[src/shared/reconfig_hs_defs.svh]
// constants for the reconfiguration handshake block
// assumes one free-running 50 MHz clock and no register bus
`ifndef RECONFIG_HS_DEFS_SVH
`define RECONFIG_HS_DEFS_SVH
`define CLK_MHZ          50
`define OC_TIME_US       10
`define OC_CYCLES        (`OC_TIME_US * `CLK_MHZ)
`define ERR_CYCLES       2
`define XACT_CYCLES      4
`define WORD_CNT_W       8
`define LAT_W            4
`define DATA_W           16
`define RST_LAT          4'h0
`endif

[src/shared/reconfig_hs_pkg.sv]
// types for the reconfiguration handshake block
// assumes reconfig_hs_defs.svh is on the include path
package reconfig_hs_pkg;
  typedef enum logic [2:0] {
    ST_POWERUP,
    ST_OFFSET,
    ST_IDLE,
    ST_WRITE,
    ST_READ,
    ST_ERROR
  } hs_state_t;
endpackage

[src/hw/cycle_timer.sv]
// down counter that pulses done when a loaded count expires
// assumes the owner loads it only when idle
`timescale 1ns/100ps
module cycle_timer (
  // clock and reset
  input  wire logic        i_ref_clk,
  input  wire logic        i_rst,
  // control
  input  wire logic        i_load,
  input  wire logic [15:0] i_count,
  // status
  output logic             o_done
);
  typedef struct packed {
    logic [15:0] cnt;
    logic        run;
    logic        done;
  } tmr_t;
  tmr_t st_r;
  tmr_t st_nxt;

  always_comb begin
    st_nxt      = st_r;
    st_nxt.done = 1'b0;
    if (i_load) begin
      st_nxt.cnt = i_count;
      st_nxt.run = 1'b1;
    end else if (st_r.run) begin
      if (st_r.cnt <= 16'h0001) begin
        st_nxt.run  = 1'b0;
        st_nxt.done = 1'b1;
      end else begin
        st_nxt.cnt = st_r.cnt - 16'h0001;
      end
    end
  end

  always_ff @(posedge i_ref_clk) begin
    if (i_rst) begin
      st_r <= '0;
    end else begin
      st_r <= st_nxt;
    end
  end

  assign o_done = st_r.done;
endmodule

[src/hw/reconfig_hs.sv]
// fabric-side handshake of the transceiver reconfiguration controller
// assumes fabric requests are synchronous to i_ref_clk
`timescale 1ns/100ps
`include "reconfig_hs_defs.svh"
module reconfig_hs
  import reconfig_hs_pkg::*;
#(
  parameter int OC_CYCLES = `OC_CYCLES
) (
  // clock and reset
  input  wire logic                   i_ref_clk,
  input  wire logic                   i_rst,
  // configuration
  input  wire logic                   i_cont_write_en,
  input  wire logic [`LAT_W-1:0]      i_read_latency,
  input  wire logic [`WORD_CNT_W-1:0] i_word_count,
  input  wire logic                   i_analog_mode,
  input  wire logic                   i_analog_port_sel,
  input  wire logic                   i_read_port_en,
  input  wire logic                   i_err_check_en,
  // fabric requests
  input  wire logic                   i_write_all,
  input  wire logic                   i_read,
  input  wire logic [`DATA_W-1:0]     i_xcvr_rdata,
  // status
  output logic                        o_busy,
  output logic                        o_read_valid,
  output logic [`DATA_W-1:0]          o_read_data,
  output logic                        o_error,
  output logic                        o_word_strobe
);
  // ==========================================================
  // state
  typedef struct packed {
    hs_state_t              state;
    logic                   busy;
    logic                   valid;
    logic [`DATA_W-1:0]     rdata;
    logic                   err;
    logic [1:0]             err_cnt;
    logic [`WORD_CNT_W-1:0] words;
    logic [`LAT_W+2:0]      wait_cnt;
    logic                   strobe;
    logic                   oc_load;
  } hs_t;
  hs_t st_r;
  hs_t st_nxt;
  logic oc_done;

  function automatic logic read_ok(input logic am, input logic ps);
    read_ok = am & ps;
  endfunction

  // ==========================================================
  // offset cancellation timer
  cycle_timer u_oc_timer (
    .i_ref_clk (i_ref_clk),
    .i_rst     (i_rst),
    .i_load    (st_r.oc_load),
    .i_count   (16'(OC_CYCLES)),
    .o_done    (oc_done)
  );

  // ==========================================================
  // next state
  always_comb begin
    st_nxt         = st_r;
    st_nxt.strobe  = 1'b0;
    st_nxt.valid   = 1'b0;
    st_nxt.oc_load = 1'b0;
    st_nxt.err     = 1'b0;
    unique case (st_r.state)
      ST_POWERUP: begin
        st_nxt.busy    = 1'b1;
        st_nxt.oc_load = 1'b1;
        st_nxt.state   = ST_OFFSET;
      end
      ST_OFFSET: begin
        if (oc_done) begin
          st_nxt.busy  = 1'b0;
          st_nxt.state = ST_IDLE;
        end
      end
      ST_IDLE: begin
        if (i_write_all) begin
          if (i_analog_mode) begin
            st_nxt.words = `WORD_CNT_W'(1);
          end else if (i_cont_write_en) begin
            st_nxt.words = i_word_count;
          end else begin
            st_nxt.words = `WORD_CNT_W'(1);
          end
          st_nxt.wait_cnt = (i_cont_write_en && !i_analog_mode)
            ? ((`LAT_W+3)'(i_read_latency) + (`LAT_W+3)'(`XACT_CYCLES))
            : (`LAT_W+3)'(`XACT_CYCLES);
          st_nxt.busy  = 1'b1;
          st_nxt.state = ST_WRITE;
        end else if (i_read) begin
          if (read_ok(i_analog_mode, i_analog_port_sel)) begin
            st_nxt.wait_cnt = (`LAT_W+3)'(`XACT_CYCLES);
            st_nxt.busy     = 1'b1;
            st_nxt.state    = ST_READ;
          end else if (i_err_check_en) begin
            st_nxt.err     = 1'b1;
            st_nxt.err_cnt = 2'(`ERR_CYCLES - 1);
            st_nxt.busy    = 1'b0;
            st_nxt.state   = ST_ERROR;
          end
        end
      end
      ST_WRITE: begin
        if (st_r.wait_cnt > (`LAT_W+3)'(1)) begin
          st_nxt.wait_cnt = st_r.wait_cnt - (`LAT_W+3)'(1);
        end else begin
          st_nxt.strobe = 1'b1;
          if (st_r.words > `WORD_CNT_W'(1)) begin
            st_nxt.words    = st_r.words - `WORD_CNT_W'(1);
            st_nxt.wait_cnt = (`LAT_W+3)'(i_read_latency)
              + (`LAT_W+3)'(`XACT_CYCLES);
          end else begin
            st_nxt.busy  = 1'b0;
            st_nxt.state = ST_IDLE;
          end
        end
      end
      ST_READ: begin
        if (st_r.wait_cnt > (`LAT_W+3)'(1)) begin
          st_nxt.wait_cnt = st_r.wait_cnt - (`LAT_W+3)'(1);
        end else begin
          st_nxt.rdata = i_xcvr_rdata;
          st_nxt.valid = i_read_port_en;
          st_nxt.busy  = 1'b0;
          st_nxt.state = ST_IDLE;
        end
      end
      ST_ERROR: begin
        if (st_r.err_cnt != 2'h0) begin
          st_nxt.err     = 1'b1;
          st_nxt.err_cnt = st_r.err_cnt - 2'h1;
        end else begin
          st_nxt.state = ST_IDLE;
        end
      end
      // unused state codes restart the power-up sequence
      default: begin
        st_nxt.busy  = 1'b0;
        st_nxt.state = ST_POWERUP;
      end
    endcase
  end

  // ==========================================================
  // registers
  always_ff @(posedge i_ref_clk) begin
    if (i_rst) begin
      st_r       <= '0;
      st_r.state <= ST_POWERUP;
    end else begin
      st_r <= st_nxt;
    end
  end

  assign o_busy        = st_r.busy;
  assign o_read_valid  = st_r.valid;
  assign o_read_data   = st_r.rdata;
  assign o_error       = st_r.err;
  assign o_word_strobe = st_r.strobe;
endmodule

[config.mk]
export PLATFORM = sky130hd
export DESIGN_NAME = reconfig_hs
export DESIGN_NICKNAME = d
export VERILOG_FILES = /design/src/shared/reconfig_hs_pkg.sv /design/src/hw/cycle_timer.sv /design/src/hw/reconfig_hs.sv
export VERILOG_INCLUDE_DIRS = /design/src /design/src/shared
export SDC_FILE = /design/constraint.sdc
export NUM_CORES = 1
export LEC_CHECK = 0
export ABC_AREA = 0
export ABC_CLOCK_PERIOD_IN_PS = 5600
export BUFFER_PORTS_ARGS = -buffer_cell sky130_fd_sc_hd__buf_2
export CAP_MARGIN = 20
export CORE_MARGIN = 5
export CORE_UTILIZATION = 50
export CTS_BUF_LIST = sky130_fd_sc_hd__clkbuf_4
export DETAILED_ROUTE_END_ITERATION = 10
export PLACE_DENSITY = 0.82
export SLEW_MARGIN = 25
export SYNTH_ARGS = -nofsm -noshare
export SYNTH_HDL_FRONTEND = slang
export SYNTH_HIERARCHICAL = 1
export SYNTH_SLANG_ARGS = --single-unit
[constraint.sdc]
create_clock -name i_ref_clk -period 5.6 [get_ports i_ref_clk]
set_input_delay 1.4 -clock i_ref_clk [delete_from_list [all_inputs] [get_ports i_ref_clk]]
set_output_delay 1.4 -clock i_ref_clk [all_outputs]
set_load 0.05 [all_outputs]
======== After elaboration in Yosys (flattened, before gate mapping) ========
Index checks and enable logic that the tools add are counted.
W data, S select, Z words.
word-level totals
  flip-flop bits (word level) ............. 59
  bits of input ports ..................... 37
  output and inout bits ................... 20
  word-level logic and storage cells ...... 108
cells by class
  $add $sub $neg .......................... 5
  order comparisons ....................... 3
  equal/unequal tests ..................... 23
  mux-type cells .......................... 36
  bitwise logic cells ..................... 7
  reductions and logical operators ........ 20
operators with widths
  kind                     number
  $mux W7                  6
  $mux W8                  4
  $mux W4                  7
  $ne A2 B2 Y1 const B     13
  $mux W21                 1
  $pmux W7 S3              1
  $mux W3                  6
  $pmux W3 S6              1
  $le A16 B1 Y1 const B    1
  $pmux W8 S2              1
  $sub A16 B1 Y16 const B  1
  $mux W15                 1
  $reduce_and A7 Y1        2
  $mux W11                 1
  $mux W10                 1
  $mux W9                  1
  $ne A3 B3 Y1 const B     3
  $gt A8 B1 Y1 const B     1
  $reduce_bool A2 Y1       4
  $sub A8 B1 Y8 const B    1
  $gt A7 B1 Y1 const B     1
  $sub A7 B1 Y7 const B    1
  $eq A3 B2 Y1 const B     2
  $eq A3 B3 Y1 const B     2
  21 further kinds         31

======== Depth between registers and ports, before layout ========
  depth after elaboration ................. 5
  gate-level depth with buffers ........... 8
  mapped depth without buffers ............ 7

======== By module ========
The synthesis kept the hierarchy.
modules (own cells, without submodules)
  module       instances  cells an instance  area an instance (µm²)  sequential area each (µm²)
  reconfig_hs  1          293                2339.7                  820.8
  cycle_timer  1          127                1031.0                  360.3

======== Worst setup path after synthesis ========
No wires, ideal clock.
  path type ............................... input to register
  start ................................... input i_read
  end ..................................... register st_r[8] (netlist name)
  setup time .............................. 0.117 ns
  arrival time ............................ 2.486 ns
  data required time ...................... 5.483 ns
  path slack .............................. 2.997 ns
  cell stages on the path ................. 5
  path buffers ............................ 0
  path through ............................ a311oi_1 -> or2_2 -> a21oi_1 -> o22ai_1 -> a32o_1
on the way
  cells in the longest elaborated chain, start to end .. 2
RTL lines
  element                             line                text
  start: declaration                  reconfig_hs.sv:23   input wire logic i_read,
  $ne A3 B3 Y1 (no source line)       -
  $reduce_and A5 Y1 (no source line)  -
  end signal: assignment              reconfig_hs.sv:159  st_r <= st_nxt;
  end: declaration                    reconfig_hs.sv:46   hs_t st_r;
No other way between the ends.
A chain may end at the register's enable or synchronous reset.

======== Worst setup path in the final report ========
  start ................................... register st_r[38] (netlist name)
  end ..................................... register st_r[4] (netlist name)
on the way
  cells in the longest elaborated chain, start to end .. 3
  elaborated cells on any way between the ends .. 10
  classes of those cells .................. 7 x eq/ne; 1 x mux; 2 x reduce/logical
RTL lines
  element                                                line               text
  $eq A3 B2 Y1 / $eq A3 B3 Y1 (equally long branches)    reconfig_hs.sv:72  unique case (st_r.state)
  $ne A3 B3 Y1 (no source line) (tied with other cells)  -
  $reduce_and A5 Y1 (no source line)                     -
Parallel ways exist; a longest one is shown, timed or not.

==> summary.md <==
| Metric | Value |
|---|---|
| Layout cells sized above 1 | 19.4% |
| Ys Warns | 6 |
| CP max FO | 22 |
| Die ar. | 8480 um^2 |
| TritonCTS clock tree | built |
| Setup Buffers After CTS | 0 |
| Vias per cell | 5.83 |
| WL final | 7940 um |
| Final worst-path cycle share | around half |
| Maximum root-to-sink buffer count | 2 |
| Most frequent cells in the layout | dfxtp_1, buf_2, nand2_1 |
| First-pass GRT wire length | 13300 um |
| Slew HR | about half |
| RSZ-0062 raised after global routing | no |
| Top delay family on crit path | compound AO/OA/AOI/OAI gates |
| Gate Count Post-Synth | 420 |
| Global Route met1 Usage | 25.1% |
| Fmax | 0.365 GHz |
| FF+latch count, synth | approximately 60 |
| Critical-path top delay cell | dfxtp_1 |
| CTS Root Cell | clkbuf_4 |
| Clock latency on the worst-skew pair | 0.41 ns |
| Height of the die | between 90 and 100 um |
| WP data required | about 5.9 ns |
| Die W | 92.1 um |
| Clk slew on worst S/H paths | 0.11 ns |
| Hold Buf Count CTS | 0 |
| WP buf/inv | 0 |
| Gpl congestion | 0.920 |
| N_diodes | 0 |
| Most common cell after layout, fill and taps aside | dfxtp_1 |
| Power per Cell Area | 463 nW/um^2 |
| Setup CP Type | reg2reg |
| Sequential fraction of the synthesis area | about a third |
| Synthesis-to-finish area growth | 11.2% |
| Tightest Pin Transition | 0.774 ns |
| Post-synth EDFFs | 0 |
| CTS-repair resized insts | 0 |
| Vias post-DR | ~3200 |
| Final Max Slew Viols | 0 |
| Initial antenna violation count | 0 |
| TritonCTS Buffers | 9 |
| Max cap viols | 0 |
| Critical Path, Cell by Cell | nand3b_1 -> o21ai_0 -> a32o_1 -> a221oi_2 |
| Share of synthesized flip-flops with an asynchronous set or reset | 0% |
| M3 GR Usage | 4.02% |
| Synthesized area | between 3000 and 4000 um^2 |
| Sink Count | 59 |
| Worst ir drop on vdd | 220 uV |
| Rows | 30 |
| Min cycle time layout | 2.74 ns |
| I/O Buffers | 56 |
| Number of distinct library cells after synthesis | 72 |
| CP Launch Type | flip-flop |
| Worst min-delay path class | reg2reg |
| Status | complete, no violations |
| Fillers | 618 |
| H-tree depth | 3 |
| Post-synthesis average cell area | 8.03 um^2 |
| Total GRT Usage | 18.9% |
| Wire length per cell | 14.5 um |
| Top_reg_cell synth | dfxtp_1 |
| Gr ovfl total | 0 |
| TritonRoute pass-1 iters | 5 |
| DR iter-0 viols | 217 |
| Largest net degree at the start of global routing | 56 |
| Vias in the first global route | 2963 |
| Largest stage delay on the critical path | between 0.7 and 0.8 ns |
| Met2 Usage GRT | 29.1% |
| Leakage | 0.00149 uW |
| Worst Skew | 0.0166 ns |
| Final ANT Viol Nets | 0 |
| Fin util | 56.1% |
| Final hold viol count | 0 |
| Layer carrying the most global-route usage | met2 |
| I/O pin total | 57 |
| Crit path capture type | flip-flop |
| Setup_tns | 0 ns |
| Worst path arrival time | 3.02 ns |
| Core area | around 6700 um^2 |
| NumNets Final | ~500 |
| Remaining DRCs | 0 |
| Hpwl dp | 5540 um |
| Initial Utilization | a little over 50% |
| Setup violators final | 0 |
==> stage by stage <==
step | setup slack [ns] | hold slack (ns) | cell area (um^2) | total power [uW] | std cells
CTS | 2.90 | 0.460 | 3750 | 1730 | 549
floorplan | 3.00 | 0.437 | 3420 | 1230 | 434
finish | 2.86 | 0.457 | 3750 | 1730 | 549
detailed placement | 2.63 | 0.446 | 3590 | 1380 | 533
global route | 2.53 | 0.475 | 3750 | 1850 | 549
global placement | 2.74 | 0.439 | 3590 | 1350 | 533
==> registers in the layout (all words and copies together), names as in the netlist <==
signal / flops
o_busy: 1
o_error: 1
o_read_data: 16
o_read_valid: 1
o_word_strobe: 1
st_r: 21
u_oc_timer/o_done: 1
u_oc_timer/st_r: 17
==> layout make-up <==
type | count | area [um^2] | area share [%]
clock buffers | 10 | 75.1 | 2.00
clock inverters | 6 | 80.1 | 2.14
inverters | 18 | 67.6 | 1.80
multi-input cells | 319 | 1960 | 52.2
flip-flops and latches | 59 | 1180 | 31.5
well taps | 80 | 100 | 2.67
repair buffers | 57 | 288 | 7.68
==> cell families after synthesis <==
group                      share of synthesized area (%)
adders and majority gates                           2.60
other                                              0.223
xor gates and xnor gates                            2.34
DFF                                                 35.0
and+or+nand+nor                                     26.4
buffers and inverters                               8.54
AOI/OAI and AO/OA                                   24.9
==> where the power goes <==
group / switching (uW) / total, uW / internal [uW]
logic: 479 / 770 / 292
clock network: 162 / 344 / 182
registers: 119 / 620 / 501
==> worst paths after layout <==
kind	start	endpoint	depth (start not counted)	slack (ns)
hold reg to reg	o_read_data[12]$_SDFFE_PP0P_	o_read_data[12]$_SDFFE_PP0P_	2	0.46
setup / recovery	st_r[38]$_SDFFE_PP0P_	st_r[4]$_SDFFE_PP0P_	4	2.86
hold / removal	o_read_data[12]$_SDFFE_PP0P_	o_read_data[12]$_SDFFE_PP0P_	2	0.46
setup reg to reg	st_r[38]$_SDFFE_PP0P_	st_r[4]$_SDFFE_PP0P_	4	2.86
==> Yosys cell counts (7+ instances only) <==
master,number,area share (%)
dfxtp_1,59,35
a21oi_1,39,5.8
nor4_1,9,1.7
nor3_1,11,1.6
nand3_1,7,1.0
nor2_1,38,4.2
xnor2_1,8,2.1
clkbuf_1,11,1.2
o21ai_0,10,1.5
buf_4,16,3.6
a211oi_1,10,2.2
ha_1,7,2.6
nand2_1,52,5.8
inv_1,17,1.9
==> tightest hold or removal path: cells and delay by family, from the launching register on <==
| family | cells | cell delay, ns |
|---|---|---|
| simple gates | 1 | 0.05 |
| flops | 1 | 0.32 |
| compound gates | 1 | 0.05 |
==> routing by layer <==
layer | up-vias | routed length (um) | part of all wire [%]
met5 | - | 0 | 0
met4 | 0 | 154 | 1.9
met3 | 17 | 581 | 7.3
met2 | 126 | 3510 | 44
met1 | 1458 | 3690 | 46
li1 | 1601 | - | -
Power figures use the tool's default switching activity.
